[config.mk]
export PLATFORM = sky130hd
export DESIGN_NAME = tlic_top
export DESIGN_NICKNAME = d
export VERILOG_FILES = /design/src/logic/tlic_pkg.sv /design/src/logic/tlic_top.sv
export SDC_FILE = /design/constraint.sdc
export NUM_CORES = 1
export LEC_CHECK = 0
export BUFFER_PORTS_ARGS = -buffer_cell sky130_fd_sc_hd__buf_2
export CAP_MARGIN = 10
export CORE_UTILIZATION = 55
export DETAILED_ROUTE_END_ITERATION = 10
export GPL_ROUTABILITY_DRIVEN = 0
export HOLD_SLACK_MARGIN = 0.05
export PLACE_DENSITY = 0.72
export SLEW_MARGIN = 20
export SYNTH_ARGS = -nofsm -noshare
export SYNTH_HDL_FRONTEND = slang
export SYNTH_SLANG_ARGS = --single-unit
[constraint.sdc]
create_clock -name CLK_I -period 10.04 [get_ports CLK_I]
set_input_delay 1.506 -clock CLK_I [delete_from_list [all_inputs] [get_ports CLK_I]]
set_output_delay 1.506 -clock CLK_I [all_outputs]
set_load 0.01 [all_outputs]
[src/logic/tlic_pkg.sv]
// constants and types for the line interface control block
// Notes on behaviour
// build-out code selects DSX-1 range or CSU attenuation
// gain limit bit: 0 gives -36dB, 1 -30dB
// path bit: 0 receive side, 1 transmit side
// depth bit: 0 gives 128 bits, 1 32
// disable bit removes the attenuator from path
// power-down bit tri-states both transmit outputs
// 32x oversampling of PLL clock recovers clock, data
// no marks on receive pair declares carrier loss
// alternate clock presence is sensed continuously
// loss, receive side: alternate via attenuator, else crystal
// loss, transmit side: alternate direct, else transmit clock (code gives the attenuator clock unless the attenuator is disabled)
// crystal divider is pulled to track incoming rate
// limit at 120 UI deep, 28 UI shallow
// on limit divide 3.5 or 4.5, set trip flag
// receive-side attenuator gives near 50% recovered clock
// host should normally set the gain limit bit
// control register host read/write, acts after write
package tlic_pkg;

  // ----------------------------------------------------------------
  // register map
  // ----------------------------------------------------------------
  localparam logic [7:0] CTRL_ADDR  = 8'h7C;
  localparam logic [7:0] INFO2_ADDR = 8'h31;
  localparam logic [7:0] CTRL_RESET = 8'h00;
  localparam int unsigned INFO2_TRIP_BIT = 2;

  typedef struct packed {
    logic [2:0] build_out;
    logic       equalizer_gain_limit;
    logic       jitter_path_select;
    logic       jitter_depth_select;
    logic       jitter_attenuator_disable;
    logic       transmit_power_down;
  } tlic_ctrl_s;

  // ----------------------------------------------------------------
  // pins sampled through the synchroniser
  // ----------------------------------------------------------------
  typedef struct packed {
    logic       cs_b;
    logic       rd_b;
    logic       wr_b;
    logic [7:0] addr;
    logic [7:0] wdata;
    logic       rx_tip;
    logic       rx_ring;
    logic       alt_clk;
    logic       tx_clk;
    logic       tx_data;
  } tlic_pins_s;

  localparam logic [23:0] PINS_IDLE = 24'hE00000;

  // ----------------------------------------------------------------
  // timing and attenuator constants
  // ----------------------------------------------------------------
  localparam int unsigned CLK_PERIOD_NS = 100;
  localparam int unsigned OS_RATIO_DEF  = 32;
  localparam logic [7:0]  JA_DEPTH_DEEP = 8'h80;
  localparam logic [7:0]  JA_DEPTH_SHAL = 8'h20;
  localparam logic [7:0]  JA_LIM_DEEP   = 8'h78;
  localparam logic [7:0]  JA_LIM_SHAL   = 8'h1C;
  // divider periods: nominal /4, limit /3.5 and /4.5 in eighths
  localparam logic [5:0]  JA_DIV_NOM    = 6'h20;
  localparam logic [5:0]  JA_DIV_FAST   = 6'h1C;
  localparam logic [5:0]  JA_DIV_SLOW   = 6'h24;
  localparam logic [5:0]  JA_PULL_STEP  = 6'h01;

endpackage : tlic_pkg

[src/logic/tlic_top.sv]
// line interface control: register, recovery, attenuator, clock select
`timescale 1ns/1ps
module tlic_top
#(
  parameter int unsigned OS_RATIO   = tlic_pkg::OS_RATIO_DEF,
  parameter int unsigned CL_BITS    = 192,
  parameter int unsigned ALT_WINDOW = 256
)
(
  input  wire logic       CLK_I,
  input  wire logic       RST_B_I,
  input  wire logic       CS_B_I,
  input  wire logic       RD_B_I,
  input  wire logic       WR_B_I,
  input  wire logic [7:0] ADDR_I,
  input  wire logic [7:0] DATA_I,
  output logic      [7:0] DATA_O,
  output logic            DATA_OE_O,
  input  wire logic       RX_TIP_I,
  input  wire logic       RX_RING_I,
  input  wire logic       ALT_CLK_I,
  input  wire logic       TX_CLK_I,
  input  wire logic       TX_DATA_I,
  output logic            RCLK_O,
  output logic            RDATA_O,
  output logic            CARRIER_LOSS_O,
  output logic            TX_TIP_O,
  output logic            TX_RING_O,
  output logic            TX_OE_O,
  output logic      [2:0] BUILD_OUT_O,
  output logic            EQ_GAIN_LIMIT_O
);

  localparam int OSW = $clog2(OS_RATIO);
  localparam int CLW = $clog2(CL_BITS + 1);
  localparam int AWW = $clog2(ALT_WINDOW);

  // ----------------------------------------------------------------
  // pin synchroniser
  // ----------------------------------------------------------------
  tlic_pkg::tlic_pins_s pin_meta;
  tlic_pkg::tlic_pins_s pin_s;
  tlic_pkg::tlic_pins_s pin_d;
  tlic_pkg::tlic_pins_s pin_raw;

  assign pin_raw = '{CS_B_I, RD_B_I, WR_B_I, ADDR_I, DATA_I, RX_TIP_I,
                     RX_RING_I, ALT_CLK_I, TX_CLK_I, TX_DATA_I};

  always_ff @(posedge CLK_I)
  begin
    if (!RST_B_I)
    begin
      pin_meta <= tlic_pkg::PINS_IDLE;
      pin_s    <= tlic_pkg::PINS_IDLE;
      pin_d    <= tlic_pkg::PINS_IDLE;
    end
    else
    begin
      pin_meta <= pin_raw;
      pin_s    <= pin_meta;
      pin_d    <= pin_s;
    end
  end

  // ----------------------------------------------------------------
  // parallel control port
  // ----------------------------------------------------------------
  tlic_pkg::tlic_ctrl_s ctrl;
  logic                 trip;
  logic                 trip_set;
  logic [7:0]           rdata;

  wire wr_done   = pin_s.wr_b && !pin_d.wr_b && !pin_d.cs_b;
  wire rd_act    = !pin_s.cs_b && !pin_s.rd_b;
  wire rd_was    = !pin_d.cs_b && !pin_d.rd_b;
  wire rd_end    = rd_was && !rd_act;
  wire ctrl_wr   = wr_done && pin_d.addr == tlic_pkg::CTRL_ADDR;
  wire trip_clr  = rd_end && pin_d.addr == tlic_pkg::INFO2_ADDR;
  wire sel_ctrl  = pin_s.addr == tlic_pkg::CTRL_ADDR;
  wire sel_info2 = pin_s.addr == tlic_pkg::INFO2_ADDR;
  wire [7:0] info2_val = 8'(trip) << tlic_pkg::INFO2_TRIP_BIT;

  assign rdata = sel_ctrl ? ctrl : (sel_info2 ? info2_val : 8'h00);

  always_ff @(posedge CLK_I)
  begin
    if (!RST_B_I)
    begin
      ctrl      <= tlic_pkg::CTRL_RESET;
      trip      <= 1'b0;
      DATA_O    <= 8'h00;
      DATA_OE_O <= 1'b0;
    end
    else
    begin
      if (ctrl_wr)
        ctrl <= pin_d.wdata;
      trip      <= trip_set || (trip && !trip_clr);
      DATA_O    <= rdata;
      DATA_OE_O <= rd_act;
    end
  end

  // ----------------------------------------------------------------
  // oversampled clock and data recovery, carrier loss
  // ----------------------------------------------------------------
  logic [OSW-1:0] os_cnt;
  logic           mark_seen;
  logic           rec_stb;
  logic           rec_bit;
  logic           rec_clk;
  logic [CLW-1:0] zero_bits;
  logic           carrier_loss;

  wire mark      = pin_s.rx_tip || pin_s.rx_ring;
  wire mark_rise = mark && !(pin_d.rx_tip || pin_d.rx_ring);
  wire os_wrap   = os_cnt == OSW'(OS_RATIO - 1);

  always_ff @(posedge CLK_I)
  begin
    if (!RST_B_I)
    begin
      os_cnt       <= '0;
      mark_seen    <= 1'b0;
      rec_stb      <= 1'b0;
      rec_bit      <= 1'b0;
      rec_clk      <= 1'b0;
      zero_bits    <= CLW'(CL_BITS);
      carrier_loss <= 1'b1;
    end
    else
    begin
      // realign phase on each mark edge, sample at window end
      os_cnt    <= mark_rise ? OSW'(OS_RATIO / 2) : os_cnt + 1'b1;
      mark_seen <= os_wrap ? mark : (mark_seen || mark);
      rec_stb   <= os_wrap;
      rec_clk   <= os_cnt < OSW'(OS_RATIO / 2);
      if (os_wrap)
      begin
        rec_bit <= mark_seen || mark;
        if (mark_seen || mark)
          zero_bits <= '0;
        else if (zero_bits != CLW'(CL_BITS))
          zero_bits <= zero_bits + 1'b1;
      end
      carrier_loss <= zero_bits == CLW'(CL_BITS);
    end
  end

  // ----------------------------------------------------------------
  // alternate clock presence, transmit clock edges
  // ----------------------------------------------------------------
  logic [AWW-1:0] alt_win;
  logic           alt_seen;
  logic           alt_present;
  logic           tx_stb;
  logic           tx_bit;

  wire alt_edge = pin_s.alt_clk != pin_d.alt_clk;
  wire win_end  = alt_win == AWW'(ALT_WINDOW - 1);

  always_ff @(posedge CLK_I)
  begin
    if (!RST_B_I)
    begin
      alt_win     <= '0;
      alt_seen    <= 1'b0;
      alt_present <= 1'b0;
      tx_stb      <= 1'b0;
      tx_bit      <= 1'b0;
    end
    else
    begin
      alt_win  <= alt_win + 1'b1;
      alt_seen <= win_end ? alt_edge : (alt_seen || alt_edge);
      if (win_end)
        alt_present <= alt_seen || alt_edge;
      tx_stb <= pin_s.tx_clk && !pin_d.tx_clk;
      tx_bit <= pin_s.tx_data;
    end
  end

  // ----------------------------------------------------------------
  // jitter attenuator: bit buffer and pulled crystal divider
  // ----------------------------------------------------------------
  logic       mem [tlic_pkg::JA_DEPTH_DEEP];
  logic [6:0] wptr;
  logic [6:0] rptr;
  logic [7:0] fill;
  logic [5:0] div_cnt;
  logic       ja_stb;
  logic       ja_clk;
  logic       ja_bit;
  logic       depth_q;

  wire       ja_on   = !ctrl.jitter_attenuator_disable;
  wire       ja_rx   = ja_on && !ctrl.jitter_path_select;
  wire       ja_tx   = ja_on && ctrl.jitter_path_select;
  wire [7:0] depth   = ctrl.jitter_depth_select ?
                       tlic_pkg::JA_DEPTH_SHAL :
                       tlic_pkg::JA_DEPTH_DEEP;
  wire [7:0] lim     = ctrl.jitter_depth_select ?
                       tlic_pkg::JA_LIM_SHAL :
                       tlic_pkg::JA_LIM_DEEP;
  wire [7:0] centre  = depth >> 1;
  wire [6:0] dmask   = 7'(depth - 8'h01);
  // centred crystal: receive side, loss and no alternate clock
  wire       ja_frz  = !ja_on || (ja_rx && carrier_loss && !alt_present)
                       || depth_q != ctrl.jitter_depth_select;
  wire       in_stb  = ja_tx ? tx_stb :
                       (carrier_loss ? alt_edge && pin_s.alt_clk : rec_stb);
  wire       in_bit  = ja_tx ? tx_bit : (rec_bit && !carrier_loss);
  wire       wr_ok   = in_stb && fill < depth && !ja_frz;
  wire       rd_ok   = ja_stb && fill != 8'h00 && !ja_frz;
  wire       hi_trip = fill > centre + (lim >> 1);
  wire       lo_trip = fill < centre - (lim >> 1);
  wire       lim_hit = !ja_frz && (hi_trip || lo_trip);
  logic [5:0] period;

  always_comb
  begin
    if (ja_frz)
      period = tlic_pkg::JA_DIV_NOM;
    else if (lim_hit)
      period = hi_trip ? tlic_pkg::JA_DIV_FAST
                       : tlic_pkg::JA_DIV_SLOW;
    else if (fill > centre)
      period = tlic_pkg::JA_DIV_NOM - tlic_pkg::JA_PULL_STEP;
    else if (fill < centre)
      period = tlic_pkg::JA_DIV_NOM + tlic_pkg::JA_PULL_STEP;
    else
      period = tlic_pkg::JA_DIV_NOM;
  end

  assign trip_set = lim_hit;

  always_ff @(posedge CLK_I)
  begin
    if (wr_ok)
      mem[wptr] <= in_bit;
  end

  always_ff @(posedge CLK_I)
  begin
    if (!RST_B_I)
    begin
      wptr    <= '0;
      rptr    <= '0;
      fill    <= '0;
      div_cnt <= '0;
      ja_stb  <= 1'b0;
      ja_clk  <= 1'b0;
      ja_bit  <= 1'b0;
      depth_q <= 1'b0;
    end
    else
    begin
      depth_q <= ctrl.jitter_depth_select;
      if (ja_frz)
      begin
        wptr <= 7'(centre);
        rptr <= '0;
        fill <= centre;
      end
      else
      begin
        wptr <= wr_ok ? (wptr + 1'b1) & dmask : wptr;
        rptr <= rd_ok ? (rptr + 1'b1) & dmask : rptr;
        fill <= fill + 8'(wr_ok) - 8'(rd_ok);
      end
      if (rd_ok)
        ja_bit <= mem[rptr];
      div_cnt <= (div_cnt >= period - 1'b1) ? '0 : div_cnt + 1'b1;
      ja_stb  <= div_cnt >= period - 1'b1;
      ja_clk  <= div_cnt < (period >> 1);
    end
  end

  // ----------------------------------------------------------------
  // recovered clock source and transmit line drive
  // ----------------------------------------------------------------
  logic ami_pol;

  wire use_ja_clk = ja_rx || (carrier_loss && !alt_present && ja_on);
  wire next_rclk  = use_ja_clk ? ja_clk :
                    (carrier_loss ? (alt_present ? pin_s.alt_clk
                                                 : pin_s.tx_clk)
                                  : rec_clk);
  wire tx_go      = ja_tx ? ja_stb : tx_stb;
  wire tx_off     = ctrl.transmit_power_down;
  wire tx_one     = (ja_tx ? ja_bit : tx_bit) && !tx_off;

  always_ff @(posedge CLK_I)
  begin
    if (!RST_B_I)
    begin
      RCLK_O          <= 1'b0;
      RDATA_O         <= 1'b0;
      CARRIER_LOSS_O  <= 1'b1;
      TX_TIP_O        <= 1'b0;
      TX_RING_O       <= 1'b0;
      TX_OE_O         <= 1'b0;
      BUILD_OUT_O     <= 3'h0;
      EQ_GAIN_LIMIT_O <= 1'b0;
      ami_pol         <= 1'b0;
    end
    else
    begin
      RCLK_O          <= next_rclk;
      RDATA_O         <= ja_rx ? ja_bit : rec_bit;
      CARRIER_LOSS_O  <= carrier_loss;
      TX_OE_O         <= !ctrl.transmit_power_down;
      BUILD_OUT_O     <= ctrl.build_out;
      EQ_GAIN_LIMIT_O <= ctrl.equalizer_gain_limit;
      if (tx_go || tx_off)
      begin
        TX_TIP_O  <= tx_one && !ami_pol;
        TX_RING_O <= tx_one && ami_pol;
        ami_pol   <= ami_pol ^ tx_one;
      end
    end
  end
endmodule : tlic_top

Word level (Yosys, flattened, before mapping)
Memory sizes are Yosys's and may differ from the RTL's. A register that Yosys moved wholly into a read port is not among the register bits. Index checks and enable logic that the tools add are counted.

Output and inout port bits: 19. Memories: 1. Bits of input ports: 26. Bits in registers: 161. Word-level logic and storage cells: 191. Memory bits (writable): 128.

Memories: mem (words 128, bits a word 1, read ports 1, clocked after Yosys merged registers in 1, write ports 1, RTL line tlic_top.sv:186) `logic mem [tlic_pkg::JA_DEPTH_DEEP];`.

Equal/unequal tests: 10. Bitwise logic cells: 4. Add/subtract/negate cells: 12. Multiplexer cells: 28. Order comparisons: 8. Reduce and logical (&&, ||, !) cells: 60.

Operator list (count): $mux W8 (4); $mux W7 (4); $logic_and A1 B1 Y1 (26); $mux W6 (4); $logic_not A1 Y1 (17); $add A8 B1 Y8 const B (2); $eq A8 B6 Y1 const B (2); $eq A8 B7 Y1 const B (2); $eq A8 B8 Y1 const B (2); $lt A8 B8 Y1 (2); $add A7 B1 Y7 const B (2); $and A7 B7 Y7 (2); $mux W1 (14); $logic_or A1 B1 Y1 (10); $add A7 B6 Y8 (1); $add A8 B1 Y8 (1); $gt A8 B7 Y1 (1); $gt A8 B8 Y1 (1); $lt A8 B7 Y1 (1); $ne A8 B8 Y1 const B (1); $reduce_bool A8 Y1 (1); $sub A7 B6 Y8 (1); $sub A8 B1 Y8 (1); $sub A7 B1 Y7 const B (1); 15 further kinds (19).

Longest topological paths before layout
Gate-level depths: netlist (run 1).

Depth after elaboration: 13. Depth in mapped cells: 18. Depth with buffers taken out: 17.

Worst setup path after synthesis (run 1)
OpenSTA, ideal clock, no wires.

Kind: register to register. Start point: register ctrl[1] (netlist name). End point: memory mem[0] (data pin). Data arrival time: 5622 ps. Setup time: 1198 ps. Required time: 8842 ps. Stages on the path, launching flop included: 4. Slack: 3221 ps. Buffers on the path: 1. Clock period less this slack: 6819 ps. Cells stage by stage: dfxtp_1 nand2b_1 buf_6 o21ai_0.

Word-level cells in the longest chain between the ends: 3.

RTL lines: start: declaration (RTL line tlic_top.sv:68) `tlic_pkg::tlic_ctrl_s ctrl;`; start signal: assignment (RTL line tlic_top.sv:89) `ctrl <= tlic_pkg::CTRL_RESET;`; start signal: assignment (RTL line tlic_top.sv:97) `ctrl <= pin_d.wdata;`; $logic_not A1 Y1 (RTL line tlic_top.sv:196) `wire ja_on = !ctrl.jitter_attenuator_disable;`; $logic_and A1 B1 Y1 (RTL line tlic_top.sv:198) `wire ja_tx = ja_on && ctrl.jitter_path_select;`; $mux W1 (RTL line tlic_top.sv:212) `wire in_bit = ja_tx ? tx_bit : (rec_bit && !carrier_loss);`; net in_bit (RTL line tlic_top.sv:212); end: declaration (RTL line tlic_top.sv:186).

The timed path passes the listed nets, and every way through them passes these cells.

Final worst setup path (run 1)
Start point: register ctrl[2] (netlist name). End point: register fill[7].

Word-level cells in the longest chain between the ends: 6. Elaborated cells between the ends (all ways): 11. Classes of those cells: 2 x add/sub; 1 x order compare; 1 x eq/ne; 1 x mux; 6 x reduce/logical.

RTL lines: $mux W8 or $ne A1 B1 Y1 (tied branches) (RTL line tlic_top.sv:199, tlic_top.sv:209); $lt A8 B8 Y1 or $logic_or A1 B1 Y1 (tied branches) (RTL line tlic_top.sv:213, tlic_top.sv:209); $logic_and A1 B1 Y1 or $logic_not A1 Y1 (tied branches) (RTL line tlic_top.sv:213, tlic_top.sv:214); $logic_and A1 B1 Y1 (RTL line tlic_top.sv:213) `wire wr_ok = in_stb && fill < depth && !ja_frz;`; $add A8 B1 Y8 (RTL line tlic_top.sv:269) `fill <= fill + 8'(wr_ok) - 8'(rd_ok);`; $sub A8 B1 Y8 (RTL line tlic_top.sv:269); end signal: assignment (RTL line tlic_top.sv:263) `fill <= centre;`; end signal: assignment (RTL line tlic_top.sv:269); end: declaration (RTL line tlic_top.sv:189) `logic [7:0] fill;`.

Parallel ways exist; a longest one is shown, timed or not. A chain may end at the register's enable or synchronous reset.

==> results of run 1 <==
[worst max-delay path, stage by stage, from the launching register on]
cell	delay, ns
dfxtp_1	0.79
ha_1	0.35
a21boi_0	0.16
a2111oi_4	0.58
and2_1	0.32
inv_2	0.08
ha_1	0.22
inv_1	0.06
ha_1	0.21
a21o_1	0.17
a21oi_1	0.21
o21bai_1	0.11
a2111oi_0	0.52
o21ai_0	0.17
o31ai_1	0.09
[cell usage after synthesis (all sizes together), types with 23 or more instances]
master	n
and2	88
clkbuf	41
dfxtp	162
edfxtp	128
ha	42
inv	33
mux2i	26
mux4	29
nand2	46
nand3	27
nor2	179
nor2b	23
[cell type report]
type                            count  area, sq um
Tap cell                          275          344
Inverter                           34          128
Sequential cell                   290         7090
Clock inverter                     17          226
Clock buffer                       37          786
Multi-Input combinational cell    667         4680
Fill cell                        1655         7750
Timing Repair Buffer               52          287
[metrics by stage]
stage               setup WS, ns  instances   util
floorplan                   3.22       1043      -
global placement            6.08       1317  0.588
detailed placement          5.96       1317  0.588
CTS                         5.93       1371  0.635
global route                5.54       1372  0.636
finish                      5.90       1372  0.636
[kinds of logic (layout without fill, tap and decap cells)]
logic type	Yosys count	in the layout	share of synthesized area
AND/OR/NAND/NOR	444	444	0.186
flip-flops	290	290	0.585
AO/OA/AOI/OAI	91	91	0.0532
buffers and inverters	86	140	0.0297
multiplexers	58	58	0.0782
XOR/XNOR	31	31	0.0224
adder cells (fa/ha/maj)	43	43	0.0450
[power by group through the flow]
stage	registers [mW]	logic [mW]	clock network, mW
3_3_place_gp	1.27	0.0400	0
4_1_cts	1.25	0.0410	1.15
5_1_grt	1.25	0.0471	1.19
3_5_place_dp	1.27	0.0406	0
2_1_floorplan	1.27	0.0295	0
6_report	1.25	0.0401	1.13
[routing by layer]
layer  global-route usage  up-vias  part of all wire
met5                    0        -                 0
met4               0.0667        0             0.022
met3               0.0352       38             0.064
met2                0.335      225              0.45
met1                0.290     3644              0.46
li1                     -     3706                 -
[final timing paths]
check / to / slack (ns) / depth (start not counted)
max: fill[7] / 5.90 / 14
min: tx_stb / 0.39 / 1
max reg2reg: fill[7] / 5.90 / 14
min reg2reg: tx_stb / 0.39 / 1
[sequential cells by signal, summed over array words and instances (netlist names), 3 cells and up]
signal	flops
ctrl	7
pin_d	23
zero_bits	8
pin_s	24
BUILD_OUT_O	3
pin_meta	24
os_cnt	5
rptr	7
fill	8
DATA_O	8
mem	128
div_cnt	6
alt_win	8
wptr	7
==> out/results.ini, run 1 <==
[cts]
clock_path_buffers=3
hold_buffers=0
clkTransAtPathRegs_ns=0.06
cts.sinks=290
numCtsBuffers=29
clkLatencyLatePin_ns=0.55
cts_htree_levels=1
clockRootBuffer=clkbuf_16
cts_tree=yes
cts_setup_buffers=0
cts-resized-gates=0

[power]
swShare=0.198
ir_worst_vdd_mv=0.114
combPwrFrac=0.017
power_leakage_nw=4.55
p_seq_frac=0.515
clkPwrFrac=0.468
switchingPower_mw=0.478
fin_total_pwr_mw=2.42
intPower_mw=1.94
power_density_nw_per_um2=179

[sta]
worstMarginPinSlew_ns=1.18
fin_hold_ws_ns=0.393
rsz0062_at_grt=no
slew_headroom=0.208
fin_skew_ns=0.0199
setup_viol=0
period_minus_slack_ns=4.14
min_period_over_period=0.412
fmax_mhz=242
slew_violations=0
hold_viol=0
fin_tns_setup_ns=0

[logic_synthesis]
syn_area_sq_um=12100
synthDistinctLibCells=69
synth_top_area_share=0.317
synthCells=1043
synth_edf_count=128
synth_warnings=0
ys_seq_elements=290
synthArstFlopShare=0
synth_flop_cell=dfxtp_1
yosysSeqAreaShare=0.585
syn_area_per_cell_sq_um=11.6
yosysTopAreaCell=edfxtp_1
synth_area_leaders=edfxtp_1 32%, dfxtp_1 27%, mux4_2 5.4%
synth_fp_nets=1112

[drt]
wl_per_cell_um=16.6
ant_nets=0
num_vias=7613
dr.pass1.iters=7
via_per_inst=5.55
drcViolationCount=0
wl_um=22800
drtIter0Drc=556

[setup_path]
crit_type=reg -> reg
cp-end-kind=register
crit_required_ns=10.50
crit_start=ctrl[2]
start_kind=register
cp_max_fo=19
crit-reg2reg-launch=ctrl[2]
arrival_ns=4.60

[global_route]
globalRouteTotalUtil=0.209
grt_pass1_vias=7363
overflow=0
grt_max_degree=129
antenna_found_initial=0
grt_pass1_wl_um=37100

[floorplan]
ios=45
dieArea_sq_um=22600
rows=53
dieHeight_um=150
start_util=0.569
core_sq_um=21300
fp.dieW_um=150

[run_status]
status=completed

[cells_and_area]
final_common_cell=nor2_1
antenna_cells=0
area_delta_synth_final_pct=11.7
layout_common_cells=168 x nor2_1, 161 x dfxtp_1, 128 x edfxtp_1
fin_area_sq_um=13500
nNetsFinal=1143
drive_above_1_share=0.138

[placement]
post_dp_cell_area_sq_um=12500
io_buffer_count=44
hpwl_um=14100

[flow_run]
drv_cap=0

[hold_path]
min_from=pin_d[1]
hp-class=reg -> reg

Power figures use the tool's default switching activity.
==> run 2: changes to the inputs <==
ABC_AREA = 1   (was not set)
clock period = 4.12 ns   (was 10.04 ns; I/O delays follow)
==> run 2 against run 1 <==
Against the previous run:
- sequential cell count unchanged
- sequential share of layout area down 1.8 points
- critical endpoint is now fill[6]
- routed wire length up 14%
- register-to-register slack worse by 5.2 ns
- largest power group unchanged
==> out/results.ini, run 2 <==
[run_status]
status=completed

[logic_synthesis]
synthCells=1460  ; +40%
ys_seq_elements=290  ; unchanged
syn_area_per_cell_sq_um=8.58  ; -26%
yosysTopAreaCell=edfxtp_1
synthDistinctLibCells=42  ; -39%
synthArstFlopShare=0  ; unchanged
synth_fp_nets=1529  ; +38%
syn_area_sq_um=12500  ; +3.4%
synth_edf_count=128  ; unchanged
synth_flop_cell=dfxtp_1
yosysMostFrequentCell=nand2_1
synth_area_leaders=edfxtp_1 31%, dfxtp_1 26%, nand2_1 9.7%
synth_warnings=0  ; unchanged
yosysSeqAreaShare=0.566  ; -0.0190
synth_common_cells=324 x nand2_1, 247 x nor2_1, 211 x inv_1, 162 x dfxtp_1, 128 x edfxtp_1
synth_top_area_share=0.307  ; -0.0103

[drt]
ant_nets=0  ; unchanged
dr.pass1.iters=5  ; -2
wl_um=25900  ; +14%
drcViolationCount=0  ; unchanged
drtIter0Drc=494  ; -11%
via_per_inst=5.16  ; -7.1%
wl_per_cell_um=14.3  ; -14%
num_vias=9295  ; +22%

[global_route]
grt_max_degree=129  ; unchanged
grt_pass1_wl_um=42500  ; +15%
globalRouteTotalUtil=0.225  ; +0.0160
grt_pass1_vias=8951  ; +22%
overflow=0  ; unchanged
antenna_found_initial=0  ; unchanged

[cts]
clkTransAtPathRegs_ns=0.06  ; about the same
numCtsBuffers=30  ; +3.4%
clkLatencyLatePin_ns=0.55  ; about the same
hold_buffers=0  ; unchanged
cts-resized-gates=0  ; unchanged
cts_setup_buffers=0  ; unchanged
cts_htree_levels=1  ; unchanged
clock_path_buffers=3  ; unchanged
cts_tree=yes
cts.sinks=290  ; unchanged
clockRootBuffer=clkbuf_16

[sta]
slew_violations=0  ; unchanged
fmax_mhz=295  ; +22%
worstMarginPinSlew_ns=0.760  ; -0.425 ns
slew_headroom=0.493  ; +0.285
setup_viol=0  ; unchanged
period_minus_slack_ns=3.39  ; -0.752 ns
min_period_over_period=0.822  ; +0.410
fin_skew_ns=0.0158  ; -0.00411 ns
fin_tns_setup_ns=0  ; unchanged
rsz0062_at_grt=no
hold_viol=0  ; unchanged

[floorplan]
dieArea_sq_um=23400  ; +3.3%
core_sq_um=22100  ; +3.8%
start_util=0.567  ; -0.00238
dieHeight_um=153  ; +1.6%
rows=54  ; +1.9%
fp.dieW_um=153  ; +1.6%
ios=45  ; unchanged

[cells_and_area]
seq_area_sq_um=7090  ; unchanged
area_delta_synth_final_pct=12.1
antenna_cells=0  ; unchanged
top_regs=mem x128, pin_meta x24, pin_s x24
largest_reg_flops=128  ; unchanged
fin_util=0.635  ; -0.000801
final_common_cell=nand2_1
multiInputGateArea_sq_um=4400  ; -5.9%
drive_above_1_share=0.0847  ; -0.0529
regMostFlops=mem
layout.cells.non_filler=1803  ; +31%
layout_common_cells=324 x nand2_1, 247 x nor2_1, 210 x inv_1
nNetsFinal=1570  ; +37%
fillCellCount=1864  ; +13%

[setup_path]
crit_required_ns=4.59  ; -5.91 ns
crit_type=reg -> reg
arrival_ns=3.86  ; -0.74 ns
cp_max_fo=12  ; -7
start_kind=register
slowest_delay_ns=0.61  ; -0.18 ns
cp-end-kind=register
crit_chain=ha_1, a21oi_1, nand2_2, nor2_8, inv_4, ha_1, inv_1, ha_1, inv_1, fa_1, o21ai_0, nand2_1, a21oi_1, nor2_1, a21oi_1, o21ai_0, a21oi_1
critPathMostFrequentCell=a21oi_1
cpMaxStageDelayCell=dfxtp_1

[placement]
hpwl_um=15900  ; +13%
io_buffer_count=44  ; unchanged
dp.cells=1748  ; +33%

[power]
power_density_nw_per_um2=426  ; +140%
ir_worst_vdd_mv=0.323  ; +180%
power_leakage_nw=6.10  ; +34%

[flow_run]
drv_cap=0  ; unchanged

[hold_path]
hp-class=in -> reg

==> run 2: cell types whose count changed after synthesis, moves of 19 or more <==
| cell | delta |
|---|---|
| a21oi_1 | +46 |
| mux2i_1 | -26 |
| nor2_1 | +79 |
| nor2b_1 | -23 |
| nand2_1 | +278 |
| mux4_2 | -29 |
| inv_1 | +179 |
| nand3_1 | +51 |
| and2_1 | -88 |
| nand2b_1 | -19 |
| o21ai_0 | +43 |
==> run 2: metrics by stage <==
step / cell area, sq um / setup WS [ns] / power [mW] / hold WS [ns]
floorplan: 12500 / 1.11 / 3.18 / 0.368
detailed placement: 13000 / 0.760 / 3.21 / 0.380
global route: 14000 / 0.330 / 6.16 / 0.238
finish: 14000 / 0.735 / 5.97 / 0.258
global placement: 13000 / 0.871 / 3.21 / 0.372
CTS: 14000 / 0.745 / 6.02 / 0.235
==> run 2: worst paths after layout <==
check	start	endpoint	slack [ns]	cells after the start
max	ctrl[2]	fill[6]	0.73	17
min	DATA_I[1]	pin_meta[6]	0.26	3
min reg2reg	pin_d[1]	tx_stb	0.38	1
max reg2reg	ctrl[2]	fill[6]	0.73	17
==> run 2: cell families (layout without fill, tap and decap cells) <==
kind of cell	after synthesis	in the layout	share of synthesized area
AOI/OAI and AO/OA	146	146	0.0631
xor gates and xnor gates	10	10	0.00700
adders and majority gates	43	43	0.0436
buffers and inverters	264	327	0.0834
DFF	290	290	0.566
and+or+nand+nor	707	707	0.237
==> run 2: per-layer routing <==
layer	GRT usage	wire (um)	up-vias
li1	-	-	4719
met1	0.268	10900	4290
met2	0.419	13000	234
met3	0.0318	1380	52
met4	0.0683	585	0
met5	0	0	-
==> run 2: power breakdown <==
group          internal (mW)  leakage (nW)  switching (mW)
combinational         0.0432          3.30          0.0703
sequential              3.02          2.29          0.0192
clock                   1.75         0.512            1.07
total                   4.81          6.10            1.16
==> run 2: worst max-delay path, delay by kind of cell, from the launching register on <==
family	cells	cell delay, ns
simple gates	4	0.42
fa+ha+maj	4	1.16
flops	1	0.61
compound gates	6	0.93
buf+inv	3	0.20
==> run 2: area by class of cell <==
class	count	share of cell area
timing repair buffer	56	0.0232
sequential	290	0.505
clock buffer	49	0.0674
inverter	217	0.0582
tap	280	0.0250
clock inverter	5	0.00740
multi-input combinational	906	0.314
==> run 3: changes to the inputs <==
PLACE_DENSITY = 0.75   (was 0.72)
clock period = 2.85 ns   (was 4.12 ns; I/O delays follow)
==> run 3 against run 2 <==
Against the previous run:
- power grew 39%
- critical path type unchanged
- first-iteration DRC count grew 37%
- the flow now finishes with violations (negative setup slack)
- die area is the same
- hold slack lost 0.20 ns
==> out/results.ini, run 3 (same netlist as run 2, synthesis figures left out) <==
[cells_and_area]
fin_area_sq_um=14600  ; +4.0%
drive_above_1_share=0.143  ; +0.0588
final_common_cell=nand2_1
regMostFlops=mem
layout_common_cells=316 x nand2_1, 240 x nor2_1, 206 x inv_1
largest_reg_flops=128  ; unchanged
antenna_cells=0  ; unchanged
area_delta_synth_final_pct=16.6
nNetsFinal=1615  ; +2.9%
top_regs=mem x128, pin_meta x24, pin_s x24

[hold_path]
hold_depth=2  ; -1
hold_end=pin_meta[23]
hp-class=in -> reg
min_from=CS_B_I

[drt]
via_per_inst=5.27  ; +2.2%
wl_um=28200  ; +9.0%
num_vias=9735  ; +4.7%
met1_length_um=11700  ; +7.4%
wl_met2_um=14000  ; +7.3%
drcViolationCount=0  ; unchanged
dr_wl_met3_um=1540  ; +12%
highest_layer=met4
ant_nets=0  ; unchanged
wl_per_cell_um=15.3  ; +6.3%
dr.pass1.iters=7  ; +2
drtIter0Drc=679  ; +37%

[global_route]
overflow=0  ; unchanged
globalRouteTotalUtil=0.234  ; +0.00839
grt_pass1_wl_um=44100  ; +3.9%
antenna_found_initial=0  ; unchanged
grt_max_degree=129  ; unchanged
grt_pass1_vias=9146  ; +2.2%

[floorplan]
dieHeight_um=153  ; unchanged
core_sq_um=22100  ; unchanged
ios=45  ; unchanged
start_util=0.567  ; unchanged
fp.dieW_um=153  ; unchanged
dieArea_sq_um=23400  ; unchanged
rows=54  ; unchanged

[sta]
slew_violations=0  ; unchanged
worstMarginPinSlew_ns=0.722  ; -0.0380 ns
setup_ws_ns=-0.193  ; -0.927 ns
rsz0062_at_grt=yes
setup_viol=8  ; +8
min_period_over_period=1.07  ; +0.246
hold_viol=0  ; unchanged
slew_headroom=0.517  ; +0.0235
period_minus_slack_ns=3.04  ; -0.343 ns
fin_skew_ns=0.0114  ; -0.00439 ns
fmax_mhz=329  ; +11%

[run_status]
violations=negative setup slack
status=finished with violations

[setup_path]
arrival_ns=3.52  ; -0.34 ns
crit_chain=buf_6, ha_1, inv_1, nor2_2, o21ai_2, inv_1, nor2_2, nor2_4, nand3_2, ha_4, xor2_1, inv_1, ha_4, nand2_2, inv_2, nand4_1, o2111ai_2, or2_4, nor3_2
rr_endpoint=div_cnt[2]
start_kind=register
slowest_delay_ns=0.43  ; -0.18 ns
crit-reg2reg-launch=ctrl[2]
path_buf_inv=5  ; +2
reg2reg_depth=19  ; +2
crit_type=reg -> reg
ff2ff_setup_slack_ns=-0.19  ; -0.93 ns
cp-end-kind=register
cpMaxStageDelayCell=dfxtp_4
critPathMostFrequentCell=inv_1
crit_required_ns=3.33  ; -1.26 ns
crit_family=simple AND/OR/NAND/NOR gates
cp_max_fo=7  ; -5

[placement]
place_ws_ns=-0.155  ; -0.915 ns
io_buffer_count=44  ; unchanged
post_dp_cell_area_sq_um=13200  ; +1.9%
hpwl_um=16700  ; +4.6%

[power]
ir_worst_vdd_mv=0.467  ; +44%
power_density_nw_per_um2=568  ; +34%
power_leakage_nw=6.29  ; +3.1%

[flow_run]
drv_cap=0  ; unchanged

[cts]
cts.sinks=290  ; unchanged
clkLatencyLatePin_ns=0.55  ; about the same
cts_tree=yes
clockRootBuffer=clkbuf_16
hold_buffers=0  ; unchanged
clock_path_buffers=3  ; unchanged
clkTransAtPathRegs_ns=0.07  ; about the same
numCtsBuffers=29  ; -3.3%
cts_htree_levels=1  ; unchanged

[run 3: cell types whose count changed in the layout (fill, tap and decap cells not counted), moves of 6 or more]
cell and change:
ha_1 -10, buf_4 +36, nor2_1 -7, ha_4 +9, nand2_2 +6, nor2_2 +6
nand2_1 -8, buf_6 +7
[run 3: cell type report]
| class | instances | area, sq um |
|---|---|---|
| fill | 1737 | 7500 |
| sequential | 290 | 7090 |
| multi-input combinational | 906 | 4680 |
| clock buffer | 46 | 870 |
| inverter | 217 | 817 |
| timing repair buffer | 102 | 719 |
| tap | 280 | 350 |
| clock inverter | 7 | 67.6 |
[run 3: how the worst max path moves through the flow]
stage,from,to,cells past startpoint
final,ctrl[2],div_cnt[2],19
after global routing,ctrl[2],div_cnt[2],15
after CTS,ctrl[2],div_cnt[2],16
after detailed placement,ctrl[2],div_cnt[2],16
after global placement,ctrl[2],div_cnt[2],16
after floorplan,fill[5],div_cnt[2],20
[run 3: per-layer routing]
metal  global-route usage  vias to the layer above
met5                    0                        -
met4               0.0880                        0
met3               0.0371                       88
met2                0.419                      319
met1                0.282                     4520
li1                     -                     4808
[run 3: report_power, final]
| group | total, mW | switching (mW) | internal (mW) |
|---|---|---|---|
| registers | 4.39 | 0.0297 | 4.36 |
| clock network | 3.72 | 1.55 | 2.17 |
| logic | 0.179 | 0.111 | 0.0685 |
[run 3: what timing repair did]
action,CTS,global route
endpoints found under the setup margin,7,11
gates resized for setup,24,44
setup buffers,9,12
pin swaps,11,31
[run 3: stage by stage]
stage	util	power, mW	hold WS, ns	TNS (ns)	std cells
after global placement	0.598	4.64	0.372	0	1775
final	0.660	8.29	0.0597	-1.30	1848
after CTS	0.647	8.33	0.0515	-0.0434	1837
after detailed placement	0.598	4.65	0.380	-0.757	1775
after floorplan	-	4.59	0.368	0	1460
after global routing	0.660	8.56	0.0575	-1.79	1848
